$ cat src/shared/cond_eval_pkg.sv
// package: constants for the condition evaluation block
package cond_eval_pkg;
  // ---------------------------------------------------------------
  // register byte offsets
  // ---------------------------------------------------------------
  localparam logic [7:0] off_status_word = 8'h00;
  localparam logic [7:0] off_cond_select = 8'h04;
  localparam logic [7:0] off_flag_dir = 8'h08;
  localparam logic [7:0] off_flag_out = 8'h0c;
  localparam logic [7:0] off_flag_state = 8'h10;
  localparam logic [7:0] off_irq_status = 8'h14;
  localparam logic [7:0] off_irq_enable = 8'h18;
  localparam logic [7:0] off_irq_clear = 8'h1c;
  localparam logic [7:0] off_result = 8'h20;
  // ---------------------------------------------------------------
  // status word bit positions
  // ---------------------------------------------------------------
  localparam int bit_az = 0;
  localparam int bit_an = 1;
  localparam int bit_av = 2;
  localparam int bit_ac = 3;
  localparam int bit_as = 4;
  localparam int bit_mv = 5;
  localparam int bit_sv = 6;
  localparam int status_w = 7;
  // ---------------------------------------------------------------
  // direct condition codes (4 bit field of the instruction)
  // ---------------------------------------------------------------
  localparam logic [3:0] cc_eq = 4'h0;
  localparam logic [3:0] cc_ne = 4'h1;
  localparam logic [3:0] cc_gt = 4'h2;
  localparam logic [3:0] cc_le = 4'h3;
  localparam logic [3:0] cc_lt = 4'h4;
  localparam logic [3:0] cc_ge = 4'h5;
  localparam logic [3:0] cc_av = 4'h6;
  localparam logic [3:0] cc_nav = 4'h7;
  localparam logic [3:0] cc_ac = 4'h8;
  localparam logic [3:0] cc_nac = 4'h9;
  localparam logic [3:0] cc_swc = 4'ha;
  localparam logic [3:0] cc_nswc = 4'hb;
  localparam logic [3:0] cc_mv = 4'hc;
  localparam logic [3:0] cc_nmv = 4'hd;
  localparam logic [3:0] cc_ce = 4'he;
  localparam logic [3:0] cc_true = 4'hf;
  // ---------------------------------------------------------------
  // condition select values
  // ---------------------------------------------------------------
  localparam logic [7:0] sel_sign_set = 8'h00;
  localparam logic [7:0] sel_sign_clr = 8'h01;
  localparam logic [7:0] sel_flag_base = 8'h10;
  localparam logic [7:0] sel_shift_ovf = 8'h09;
  localparam logic [7:0] cond_select_rst = 8'h00;
  // ---------------------------------------------------------------
  // instruction kinds and offset widths
  // ---------------------------------------------------------------
  localparam logic [2:0] kind_compute = 3'h0;
  localparam logic [2:0] kind_rel_cjump = 3'h1;
  localparam logic [2:0] kind_rel_ujump = 3'h2;
  localparam logic [2:0] kind_long_jump = 3'h3;
  localparam logic [2:0] kind_loop_end = 3'h4;
  localparam int cjump_off_w = 13;
  localparam int ujump_off_w = 16;
  localparam int long_tgt_w = 24;
  localparam int acc_w = 40;
  localparam int top_used_w = 8;
  // ---------------------------------------------------------------
  // operand sources
  // ---------------------------------------------------------------
  localparam logic [2:0] src_alu_x_input = 3'h0;
  localparam logic [2:0] src_alu_y_input = 3'h1;
  localparam logic [2:0] src_mult_x_input = 3'h2;
  localparam logic [2:0] src_mult_y_input = 3'h3;
  localparam logic [2:0] src_shift_input = 3'h4;
  localparam logic [2:0] src_shift_result_acc = 3'h5;
  localparam logic [2:0] src_other = 3'h6;
  // irq bits: 0 taken branch, 1 shifter overflow set, 2 operand refused
  localparam int irq_w = 3;
endpackage

$ cat src/core/cond_eval.sv
// condition evaluation for conditional instructions, branches and loops
`timescale 1ns/1ps
// Behaviour
// - status word effect visible one cycle later
// - shifter overflow flag tracks 40-bit overflow
// - accumulator three parts, top uses low 8
// - no direct condition code for shifter overflow
// - select 0x09 picks shifter overflow
// - select write effective one cycle later
// - soft condition offered true and inverted
// - equal condition uses alu zero flag
// - direct compare, overflow, carry, mult conditions
// - sign testable only via condition select
// - flag pins tested only via soft condition
// - sixteen flag pins, each direction configurable
// - flag state readable and soft testable
// - relative jumps carry 13 or 16-bit offsets
// - long jumps 24-bit, conditional, non-delayed
// - loop end only counter expired or forever
// - conditional operands only dedicated input registers
// - shift accumulator usable as multiply destination
module cond_eval
  import cond_eval_pkg::*;
#(
  parameter int flag_n = 16
) (
  // clock and reset
  input wire logic ref_clk,
  input wire logic rst_n,
  // axi4-lite write
  input wire logic [7:0] s_axi_awaddr,
  input wire logic s_axi_awvalid,
  output logic s_axi_awready,
  input wire logic [31:0] s_axi_wdata,
  input wire logic [3:0] s_axi_wstrb,
  input wire logic s_axi_wvalid,
  output logic s_axi_wready,
  output logic [1:0] s_axi_bresp,
  output logic s_axi_bvalid,
  input wire logic s_axi_bready,
  // axi4-lite read
  input wire logic [7:0] s_axi_araddr,
  input wire logic s_axi_arvalid,
  output logic s_axi_arready,
  output logic [31:0] s_axi_rdata,
  output logic [1:0] s_axi_rresp,
  output logic s_axi_rvalid,
  input wire logic s_axi_rready,
  // datapath status updates
  input wire logic status_we,
  input wire logic [status_w-1:0] status_new,
  input wire logic [acc_w-1:0] shift_wide_result,
  input wire logic shift_we,
  input wire logic counter_expired,
  // instruction issue from sequencer
  input wire logic instr_valid,
  input wire logic [2:0] instr_kind,
  input wire logic [3:0] instr_cond,
  input wire logic instr_delayed,
  input wire logic instr_multi,
  input wire logic [2:0] instr_src,
  input wire logic [23:0] instr_target,
  // flag pins
  input wire logic [flag_n-1:0] flag_in,
  output logic [flag_n-1:0] flag_out,
  output logic [flag_n-1:0] flag_oe_n,
  // results
  output logic cond_true,
  output logic commit,
  output logic branch_taken,
  output logic branch_delayed,
  output logic [23:0] branch_offset,
  output logic loop_exit,
  output logic operand_refused,
  output logic [acc_w-1:0] shift_result_acc,
  output logic irq
);
  if (flag_n < 1 || flag_n > 16) begin : g_fn_chk
    $error("flag_n must be 1..16");
  end
  // ---------------------------------------------------------------
  // state
  // ---------------------------------------------------------------
  logic [status_w-1:0] arith_status_word;
  logic [7:0] condition_select;
  logic [flag_n-1:0] flag_dir;
  logic [flag_n-1:0] flag_meta;
  logic [flag_n-1:0] flag_sync;
  logic [irq_w-1:0] irq_status;
  logic [irq_w-1:0] irq_enable;
  logic aw_hold;
  logic w_hold;
  logic [7:0] aw_addr;
  logic [31:0] w_data;
  logic [3:0] w_strb;
  // ---------------------------------------------------------------
  // condition decode
  // ---------------------------------------------------------------
  wire logic az = arith_status_word[bit_az];
  wire logic an = arith_status_word[bit_an];
  wire logic av = arith_status_word[bit_av];
  wire logic ac = arith_status_word[bit_ac];
  wire logic as_f = arith_status_word[bit_as];
  wire logic mv = arith_status_word[bit_mv];
  wire logic sv = arith_status_word[bit_sv];
  wire logic [flag_n-1:0] flag_state =
    (flag_dir & flag_out) | (~flag_dir & flag_sync);
  wire logic [7:0] flag_idx = condition_select - sel_flag_base;
  wire logic flag_sel_hit = condition_select >= sel_flag_base &&
    flag_idx < 8'(flag_n);
  // sign, shifter overflow and flags live only here
  wire logic soft_test_condition =
    (condition_select == sel_sign_set) ? as_f :
    (condition_select == sel_sign_clr) ? !as_f :
    (condition_select == sel_shift_ovf) ? sv :
    flag_sel_hit ? flag_state[flag_idx[3:0]] : 1'b0;
  logic cond_hit;
  always_comb begin
    case (instr_cond)
      cc_eq: cond_hit = az;
      cc_ne: cond_hit = !az;
      cc_gt: cond_hit = !az && !an;
      cc_le: cond_hit = az || an;
      cc_lt: cond_hit = an;
      cc_ge: cond_hit = !an;
      cc_av: cond_hit = av;
      cc_nav: cond_hit = !av;
      cc_ac: cond_hit = ac;
      cc_nac: cond_hit = !ac;
      cc_swc: cond_hit = soft_test_condition;
      cc_nswc: cond_hit = !soft_test_condition;
      cc_mv: cond_hit = mv;
      cc_nmv: cond_hit = !mv;
      cc_ce: cond_hit = counter_expired;
      default: cond_hit = 1'b1;
    endcase
  end
  // loops accept only expired counter or forever
  wire logic loop_cond_ok = instr_cond == cc_ce || instr_cond == cc_true;
  wire logic is_loop = instr_kind == kind_loop_end;
  wire logic is_cond = instr_cond != cc_true;
  wire logic src_dedicated = instr_src <= src_shift_result_acc;
  wire logic refuse = instr_valid && (is_cond || instr_multi) &&
    !src_dedicated && instr_kind == kind_compute;
  wire logic eval_true = is_loop ? (loop_cond_ok && cond_hit) : cond_hit;
  wire logic is_jump = instr_kind == kind_rel_cjump ||
    instr_kind == kind_rel_ujump || instr_kind == kind_long_jump;
  wire logic take = instr_valid && is_jump && eval_true && !is_loop;
  // offset widths per branch kind, sign extended
  wire logic [23:0] off_c = {{(24-cjump_off_w){instr_target[12]}},
    instr_target[cjump_off_w-1:0]};
  wire logic [23:0] off_u = {{(24-ujump_off_w){instr_target[15]}},
    instr_target[ujump_off_w-1:0]};
  wire logic [23:0] next_offset =
    (instr_kind == kind_rel_cjump) ? off_c :
    (instr_kind == kind_rel_ujump) ? off_u : instr_target;
  // unconditional relative form is never taken unless the condition field is cc_true
  wire logic uj_cond_ok = instr_kind != kind_rel_ujump || !is_cond;
  wire logic next_delayed = instr_delayed &&
    instr_kind != kind_long_jump;
  // overflow: top two bits of the 40-bit result (39 and 38) differ
  wire logic next_sv = shift_wide_result[acc_w-1] !=
    shift_wide_result[acc_w-2];
  // ---------------------------------------------------------------
  // axi4-lite decode
  // ---------------------------------------------------------------
  wire logic wr_go = aw_hold && w_hold && !s_axi_bvalid;
  wire logic wr_cs = wr_go && aw_addr == off_cond_select;
  wire logic wr_dir = wr_go && aw_addr == off_flag_dir;
  wire logic wr_out = wr_go && aw_addr == off_flag_out;
  wire logic wr_en = wr_go && aw_addr == off_irq_enable;
  wire logic wr_clr = wr_go && aw_addr == off_irq_clear;
  wire logic wr_ok = aw_addr == off_cond_select ||
    aw_addr == off_flag_dir || aw_addr == off_flag_out ||
    aw_addr == off_irq_enable || aw_addr == off_irq_clear;
  wire logic rd_go = s_axi_arvalid && s_axi_arready;
  logic [31:0] rd_mux;
  logic rd_ok;
  always_comb begin
    rd_ok = 1'b1;
    case (s_axi_araddr)
      off_status_word: rd_mux = 32'(arith_status_word);
      off_cond_select: rd_mux = 32'(condition_select);
      off_flag_dir: rd_mux = 32'(flag_dir);
      off_flag_out: rd_mux = 32'(flag_out);
      off_flag_state: rd_mux = 32'(flag_state);
      off_irq_status: rd_mux = 32'(irq_status);
      off_irq_enable: rd_mux = 32'(irq_enable);
      off_irq_clear: rd_mux = 32'h0;
      off_result: rd_mux = {30'h0, soft_test_condition, cond_true};
      default: begin
        rd_mux = 32'h0;
        rd_ok = 1'b0;
      end
    endcase
  end
  wire logic [irq_w-1:0] irq_ev = {refuse, shift_we && next_sv,
    take && uj_cond_ok};
  wire logic [irq_w-1:0] next_irq_status =
    (irq_status & ~(wr_clr ? w_data[irq_w-1:0] : '0)) | irq_ev;
  // ---------------------------------------------------------------
  // axi channels
  // ---------------------------------------------------------------
  always_ff @(posedge ref_clk) begin
    if (!rst_n) begin
      aw_hold <= 1'b0;
      w_hold <= 1'b0;
      aw_addr <= 8'h0;
      w_data <= 32'h0;
      w_strb <= 4'h0;
      s_axi_awready <= 1'b0;
      s_axi_wready <= 1'b0;
      s_axi_bvalid <= 1'b0;
      s_axi_bresp <= 2'b00;
    end else begin
      s_axi_awready <= !aw_hold && !s_axi_awready && s_axi_awvalid;
      s_axi_wready <= !w_hold && !s_axi_wready && s_axi_wvalid;
      if (s_axi_awvalid && s_axi_awready) begin
        aw_hold <= 1'b1;
        aw_addr <= {s_axi_awaddr[7:2], 2'b00};
      end
      if (s_axi_wvalid && s_axi_wready) begin
        w_hold <= 1'b1;
        w_data <= s_axi_wdata;
        w_strb <= s_axi_wstrb;
      end
      if (wr_go) begin
        s_axi_bvalid <= 1'b1;
        s_axi_bresp <= wr_ok ? 2'b00 : 2'b10;
      end else if (s_axi_bvalid && s_axi_bready) begin
        s_axi_bvalid <= 1'b0;
        aw_hold <= 1'b0;
        w_hold <= 1'b0;
      end
    end
  end
  always_ff @(posedge ref_clk) begin
    if (!rst_n) begin
      s_axi_arready <= 1'b0;
      s_axi_rvalid <= 1'b0;
      s_axi_rdata <= 32'h0;
      s_axi_rresp <= 2'b00;
    end else begin
      s_axi_arready <= !s_axi_arready && !s_axi_rvalid && s_axi_arvalid;
      if (rd_go) begin
        s_axi_rvalid <= 1'b1;
        s_axi_rdata <= rd_mux;
        s_axi_rresp <= rd_ok ? 2'b00 : 2'b10;
      end else if (s_axi_rvalid && s_axi_rready) begin
        s_axi_rvalid <= 1'b0;
      end
    end
  end
  // ---------------------------------------------------------------
  // registers written by software; strobe lane 0 gates only the condition select write
  // ---------------------------------------------------------------
  always_ff @(posedge ref_clk) begin
    if (!rst_n) begin
      condition_select <= cond_select_rst;
      flag_dir <= '0;
      flag_out <= '0;
      flag_oe_n <= '1;
      irq_enable <= '0;
    end else begin
      if (wr_cs && w_strb[0]) condition_select <= w_data[7:0];
      if (wr_dir) flag_dir <= w_data[flag_n-1:0];
      if (wr_out) flag_out <= w_data[flag_n-1:0];
      flag_oe_n <= wr_dir ? ~w_data[flag_n-1:0] : ~flag_dir;
      if (wr_en) irq_enable <= w_data[irq_w-1:0];
    end
  end
  // flag pins come from outside: two stages before use
  always_ff @(posedge ref_clk) begin
    if (!rst_n) begin
      flag_meta <= '0;
      flag_sync <= '0;
    end else begin
      flag_meta <= flag_in;
      flag_sync <= flag_meta;
    end
  end
  // ---------------------------------------------------------------
  // status word and shift accumulator
  // ---------------------------------------------------------------
  always_ff @(posedge ref_clk) begin
    if (!rst_n) begin
      arith_status_word <= '0;
      shift_result_acc <= '0;
    end else begin
      // suppressed when the issuing instruction is false
      if (status_we && !(instr_valid && !eval_true)) begin
        arith_status_word <= status_new;
      end
      if (shift_we && !(instr_valid && !eval_true)) begin
        arith_status_word[bit_sv] <= next_sv;
        // all 40 bits, low byte of the top part included
        shift_result_acc <= shift_wide_result;
      end
    end
  end
  // ---------------------------------------------------------------
  // results toward the sequencer
  // ---------------------------------------------------------------
  always_ff @(posedge ref_clk) begin
    if (!rst_n) begin
      cond_true <= 1'b0;
      commit <= 1'b0;
      branch_taken <= 1'b0;
      branch_delayed <= 1'b0;
      branch_offset <= 24'h0;
      loop_exit <= 1'b0;
      operand_refused <= 1'b0;
      irq_status <= '0;
      irq <= 1'b0;
    end else begin
      cond_true <= instr_valid && eval_true;
      commit <= instr_valid && eval_true && !refuse;
      branch_taken <= take && uj_cond_ok;
      branch_delayed <= take && uj_cond_ok && next_delayed;
      branch_offset <= next_offset;
      loop_exit <= instr_valid && is_loop && loop_cond_ok &&
        cond_hit;
      operand_refused <= refuse;
      irq_status <= next_irq_status;
      irq <= |(next_irq_status & irq_enable);
    end
  end
endmodule // cond_eval

$ cat config.mk
export PLATFORM = sky130hd
export DESIGN_NAME = cond_eval
export DESIGN_NICKNAME = d
export VERILOG_FILES = /design/src/shared/cond_eval_pkg.sv /design/src/core/cond_eval.sv
export SDC_FILE = /design/constraint.sdc
export NUM_CORES = 1
export LEC_CHECK = 0
export BUFFER_PORTS_ARGS = -buffer_cell sky130_fd_sc_hd__buf_4
export CAP_MARGIN = 25
export CORE_UTILIZATION = 50
export DETAILED_ROUTE_END_ITERATION = 10
export GPL_TIMING_DRIVEN = 0
export PLACE_DENSITY = 0.8
export SLEW_MARGIN = 20
export SYNTH_ARGS = -nofsm -noshare
export SYNTH_HDL_FRONTEND = slang
export SYNTH_SLANG_ARGS = --single-unit
$ cat constraint.sdc
create_clock -name ref_clk -period 2.6 [get_ports ref_clk]
set_input_delay 0.13 -clock ref_clk [delete_from_list [all_inputs] [get_ports ref_clk]]
set_output_delay 0.13 -clock ref_clk [all_outputs]
set_load 0.03 [all_outputs]
==> results.cfg, run 1 <==
[cells_and_area]
final_nets = 1565
diodes = 0
post_layout_nonfiller_instances = 1640
fill_cells = 1114
commonest_non_fill_non_tap_cell_in_the_layout = buf_4
final_cell_mix = buf_4, dfxtp_1, nand2_1
post_route_cells_drive_above_1_share_pct = 24.6
area.growth.synth_to_final_pct = 50.7

[timing]
achievable-frequency_ghz = 0.374
final_critical_path_setup_slack_ps = -76.0
fin_crit_ps = 2680
worst_slew_pin_slew_ps = 918
holdWs_ps = 11.3
finalMaxSlewViolations = 0
worst_clock_skew_ps = 23.5
ratio_of_final_minimum_period_to_clock_period_pct = 103
finalSetupViolCount = 42
slew-limit-headroom_pct = 38.7
grt_setup_unrepaired = yes
report.final.hold_viol_count = 0

[grt]
grt_pass1_vias = 8645
grt-ovfl-total = 0
grt_first_pass_wirelength_um = 44300
number_of_antenna_violations_at_the_first_check_in_global_routing = 0
grt_max_degree = 15
grtUsageTotal_pct = 31.1

[worst_setup_path]
reg2reg_depth = 9
crit_required_ps = 3030
end_of_the_worst_register_to_register_path = shift_result_acc[15]
critical_path.startpoint_type = flop
maximum_fanout_encountered_on_the_critical_timing_path = 5
rr_startpoint = flag_dir[1]
timing.critical_path.arrival_ps = 3100
r2r_slack_ps = -80
timing_worst_setup_path_type = reg -> reg
end_kind = flop

[drt]
wl_per_cell_um = 18.0
routed_via_density = 5.41
detail_route.iter0.violations = 656
drt_drc_violations_left = 0
drt-pass1-iter-count = 8
detail_route.wirelength_um = 29600
num_vias = 8867
antenna_left = 0

[die]
die_area_um2 = 18000
floorplan.rows = 47
die_height_um = 134
dieWidth_um = 134
floorplan.core_area_um2 = 16800
ios = 306
initial_cell_density_of_the_core_pct = 51.9

[status]
run_status = complete, but fails checks
failed_checks = setup timing

[hold_path]
min-delay-path-class = in -> reg
worst_hold_path.endpoint = branch_taken
whs_path_depth = 3
timing.hold.worst.start = instr_kind[0]

[logic_synthesis]
synthesis.yosys.warnings = 0
yosysSeqAreaShare_pct = 50.5
synthCells = 978
synthesis.area_per_instance_um2 = 8.93
top_ff_cell_synth = dfxtp_1
asyncSetResetFlopFracSynth_pct = 0
yosys.cell_types.count = 55
yosys_register_bits = 220
synth-edff-count = 0
synth.cell_area_um2 = 8730

[clock_network]
number_of_levels_the_h_tree_was_split_into = 1
clock_tree_from_tritoncts = done
worst_skew_pair.late_latency_ps = 520
ctsLongestPathBuffers = 3
clk_pin_slew_worst_paths_ps = 60
cts.sink_count = 220
clock-root-buffer = clkbuf_16
cts-buffers-inserted = 23

[power_and_ir_drop]
power.clock.fraction_pct = 40.9
net-switching-power_mw = 2.14
power.sequential.fraction_pct = 43.6
swShare_pct = 25.8
power.combinational.fraction_pct = 15.5
total_leakage_power_nw = 5.76
irDropWorstVdd_mv = 0.461
intPower_mw = 6.15
power.density_nw_per_um2 = 630

[flow_run]
max_capacitance_violation_count = 0

[placement]
dp_cells = 1475
dp_hpwl_um = 18700
placement.setup.worst_slack_ps = -255
routabilityCongestion = 0.947
placement.io_buffers = 260
==> synthesized netlist by cell type, types with 2 or more instances <==
| cell | number | area share, % |
|---|---|---|
| buf_8 | 4 | 0.69 |
| and4b_1 | 2 | 0.23 |
| o211ai_1 | 4 | 0.34 |
| nand3_1 | 13 | 0.75 |
| xnor2_1 | 4 | 0.40 |
| nor4_1 | 4 | 0.29 |
| clkbuf_1 | 46 | 2.0 |
| nor2b_1 | 12 | 0.86 |
| o221ai_1 | 2 | 0.20 |
| a222oi_1 | 9 | 1.0 |
| buf_2 | 2 | 0.11 |
| nor3_1 | 12 | 0.69 |
| a211oi_1 | 10 | 0.86 |
| nand2b_1 | 8 | 0.57 |
| o31a_1 | 2 | 0.20 |
| buf_4 | 19 | 1.6 |
| a41oi_1 | 2 | 0.20 |
| nor2_1 | 75 | 3.2 |
| and4_1 | 4 | 0.40 |
| inv_1 | 27 | 1.2 |
| o21ai_0 | 14 | 0.80 |
| a221oi_1 | 8 | 0.80 |
| nand3b_1 | 3 | 0.26 |
| a31oi_1 | 3 | 0.22 |
| a22oi_1 | 9 | 0.77 |
| dfxtp_1 | 220 | 50 |
| a21o_1 | 11 | 0.95 |
| o22ai_1 | 8 | 0.57 |
| a2111oi_0 | 2 | 0.20 |
| nand2_1 | 200 | 8.6 |
| and3_1 | 10 | 0.72 |
| a211o_1 | 3 | 0.30 |
| a21oi_1 | 66 | 3.8 |
| mux2i_1 | 83 | 9.5 |
| buf_1 | 6 | 0.26 |
| o21a_1 | 2 | 0.17 |
| and2_1 | 49 | 3.5 |
| nor3b_1 | 3 | 0.26 |
==> worst max-delay path, stage by stage (launching register included) <==
cell and delay (ps):
dfxtp_1 390, nand2b_1 230, a32o_1 250, nor4_1 260, a311o_1 220, a41oi_4 180, mux2i_4 280, o22ai_4 340
buf_8 190, mux2i_1 250
==> layer usage <==
layer  track usage, %  up-vias  share of wire (%)
met2             52.4      526                 47
met1             38.0     4093                 38
met3             6.31      109                9.5
li1                 -     4139                  -
met5                0        -                  0
met4             14.9        0                4.8
==> through the flow <==
step | total power, mW | util [%] | instance area [µm²] | setup TNS (ps)
finish | 8.29 | 78.2 | 13200 | -1430
global route | 8.53 | 78.2 | 13200 | -4830
CTS | 8.22 | 77.4 | 13000 | 0
detailed placement | 4.74 | 65.5 | 11000 | -11880
global placement | 4.72 | 65.5 | 11000 | -10030
floorplan | 4.30 | - | 8790 | 0
==> worst max-delay path by stage <==
stage | from | depth (start not counted) | end | slack [ps]
after floorplan | flag_out[2] | 8 | shift_result_acc[0] | 110
after global routing | condition_select[0] | 10 | shift_result_acc[11] | -150
final | flag_dir[1] | 9 | shift_result_acc[15] | -80
after global placement | condition_select[1] | 10 | shift_result_acc[32] | -220
after CTS | condition_select[1] | 10 | shift_result_acc[11] | 0.9
after detailed placement | flag_dir[2] | 9 | shift_result_acc[22] | -250
==> registers in the layout, summed over array words and instances (netlist names), 3 cells and up <==
register	count
branch_offset	24
flag_out	16
s_axi_rdata	16
w_data	16
irq_enable	3
aw_addr	6
flag_sync	16
flag_meta	16
flag_dir	16
shift_result_acc	40
arith_status_word	7
condition_select	8
irq_status	3
flag_oe_n	16
==> cells by family after synthesis <==
kind of cell	count (synthesis)	share of synthesized area, %
simple gates	399	20.8
flops	220	50.5
compound gates	164	12.6
buf+inv	104	5.83
mux	85	9.80
xor+xnor	5	0.502
other cells	1	0.0430
==> power by group through the flow <==
stage / logic [mW] / registers (mW) / clock network [mW]
2_1_floorplan: 0.444 / 3.85 / 0
3_3_place_gp: 1.05 / 3.67 / 0
3_5_place_dp: 1.06 / 3.68 / 0
4_1_cts: 1.22 / 3.61 / 3.39
5_1_grt: 1.36 / 3.62 / 3.55
6_report: 1.28 / 3.62 / 3.39
==> cell type report <==
type | count | area, µm² | share of cell area [%]
flip-flops and latches | 220 | 4410 | 33.5
well taps | 220 | 275 | 2.09
clock buffers | 32 | 679 | 5.17
inverters | 27 | 105 | 0.799
repair buffers | 383 | 3190 | 24.2
plain buffers | 77 | 417 | 3.17
clock inverters | 10 | 109 | 0.828
multi-input cells | 671 | 3980 | 30.2
==> repair_timing <==
item | CTS | global route
hold buffers | 117 | 0
gates resized for setup | 8 | 14
endpoints found under the setup margin | 72 | 78
hold endpoints to repair | 118 | 0
gates cloned | 0 | 1
buffers inserted | 1 | 4
pin swaps | 2 | 0
Note: power is estimated with default switching activity, not from simulation.
==> inputs of run 2 (changes only) <==
Settings changed: CORE_UTILIZATION 50 to 39, PLACE_DENSITY 0.8 to unset.
==> results.cfg, run 2 (synthesis results as in run 1) <==
[cells_and_area]
reg.largest.list = shift_result_acc: 40 flops, branch_offset: 24 flops
commonest_non_fill_non_tap_cell_in_the_layout = buf_4
largest_register_ffs = 40
finish.utilization_pct = 60.4
fill_cells = 1960
final_cell_mix = buf_4, dfxtp_1, nand2_1
post_layout_nonfiller_instances = 1700
post_route_cells_drive_above_1_share_pct = 24.0
regArea_um2 = 4410
largest-register = shift_result_acc
area.growth.synth_to_final_pct = 51.5
final_nets = 1564
multi_input_comb_area_um2 = 3940

[timing]
achievable-frequency_ghz = 0.389
slew-limit-headroom_pct = 38.6
fin_crit_ps = 2570
worst_slew_pin_slew_ps = 919
holdWs_ps = 15.3
finalSetupViolCount = 0
final_critical_path_setup_slack_ps = 28.7
grt_setup_unrepaired = yes
ratio_of_final_minimum_period_to_clock_period_pct = 98.9
worst_clock_skew_ps = 11.6
finalMaxSlewViolations = 0
report.final.hold_viol_count = 0

[grt]
grt-ovfl-total = 0
grt_max_degree = 13
grt_pass1_vias = 7731
number_of_antenna_violations_at_the_first_check_in_global_routing = 0
grt_first_pass_wirelength_um = 41000
grtUsageTotal_pct = 22.7

[power_and_ir_drop]
power.density_nw_per_um2 = 640
fin_total_pwr_mw = 8.47
irDropWorstVdd_mv = 0.474
total_leakage_power_nw = 5.76

[clock_network]
worst_skew_pair.late_latency_ps = 520
cts.sink_count = 220
ctsLongestPathBuffers = 3
cts-buffers-inserted = 25
clock-root-buffer = clkbuf_16
clk_pin_slew_worst_paths_ps = 60
clock_tree_from_tritoncts = done
number_of_levels_the_h_tree_was_split_into = 1

[die]
initial_cell_density_of_the_core_pct = 39.9
dieWidth_um = 152
ios = 306
die_height_um = 152
floorplan.core_area_um2 = 21900
floorplan.rows = 54
die_area_um2 = 23000

[drt]
detail_route.wirelength_um = 27300
routed_via_density = 4.90
detail_route.iter0.violations = 621
num_vias = 8331
drt_drc_violations_left = 0
wl_per_cell_um = 16.1
drt-pass1-iter-count = 8
antenna_left = 0

[placement]
placement.setup.worst_slack_ps = -299
dp_hpwl_um = 19600
placement.io_buffers = 260
dp_cells = 1535
routabilityCongestion = 0.900

[status]
run_status = finished clean

[worst_setup_path]
maximum_fanout_encountered_on_the_critical_timing_path = 10
timing_worst_setup_path_type = reg -> reg
timing.critical_path.arrival_ps = 2970
crit_required_ps = 3000
critical_path.startpoint_type = flop
end_kind = flop

[hold_path]
min-delay-path-class = in -> reg

[flow_run]
max_capacitance_violation_count = 0
[run 2: timing repair]
item / 4_1_cts / 5_1_grt
setup buffers: 1 / 0
pin swaps: 2 / 0
endpoints found under the setup margin: 73 / 69
hold buffers: 119 / 0
hold endpoints to repair: 119 / 0
resized for setup: 7 / 9
[run 2: final timing paths]
check / from / endpoint / slack [ps] / cells after the start
max: condition_select[1] / shift_result_acc[13] / 30 / 10
min: instr_multi / operand_refused / 20 / 3
max reg2reg: condition_select[1] / shift_result_acc[13] / 30 / 10
min reg2reg: flag_meta[11] / flag_sync[11] / 430 / 1
[run 2: report_power, final]
group / leakage [nW] / switching (mW) / internal, mW
registers: 1.80 / 0.0899 / 3.52
clock network: 0.424 / 1.37 / 2.26
logic: 3.54 / 0.639 / 0.591
total: 5.76 / 2.09 / 6.37
[run 2: layout make-up]
type / count / area share [%]
diodes: 1 / 0.0189
plain buffers: 77 / 3.12
clock buffers: 37 / 5.60
clock inverters: 7 / 0.889
inverters: 27 / 0.766
multi-input cells: 671 / 29.8
flip-flops and latches: 220 / 33.3
well taps: 280 / 2.65
repair buffers: 380 / 23.8
[run 2: critical path: stages (launching register included)]
cell and delay [ps]:
dfxtp_1 310, buf_4 170, inv_1 150, a211o_1 260, a21oi_1 160, o211ai_1 170, a41oi_4 370, mux2i_4 380
o22ai_4 170, buf_8 190, mux2i_1 130
[run 2: metrics by stage]
| stage | TNS, ps | instance area (µm²) |
|---|---|---|
| CTS | 0 | 13200 |
| global route | -130 | 13200 |
| finish | 0 | 13200 |
| global placement | -14220 | 11100 |
| floorplan | 0 | 8790 |
| detailed placement | -15310 | 11100 |
[run 2: per-layer routing]
layer / GRT usage [%] / wire, µm / share of wire, %
met4: 6.39 / 614 / 2.2
met5: 0 / 0 / 0
met2: 35.4 / 12500 / 46
met1: 32.1 / 12300 / 45
met3: 3.56 / 1920 / 7.0
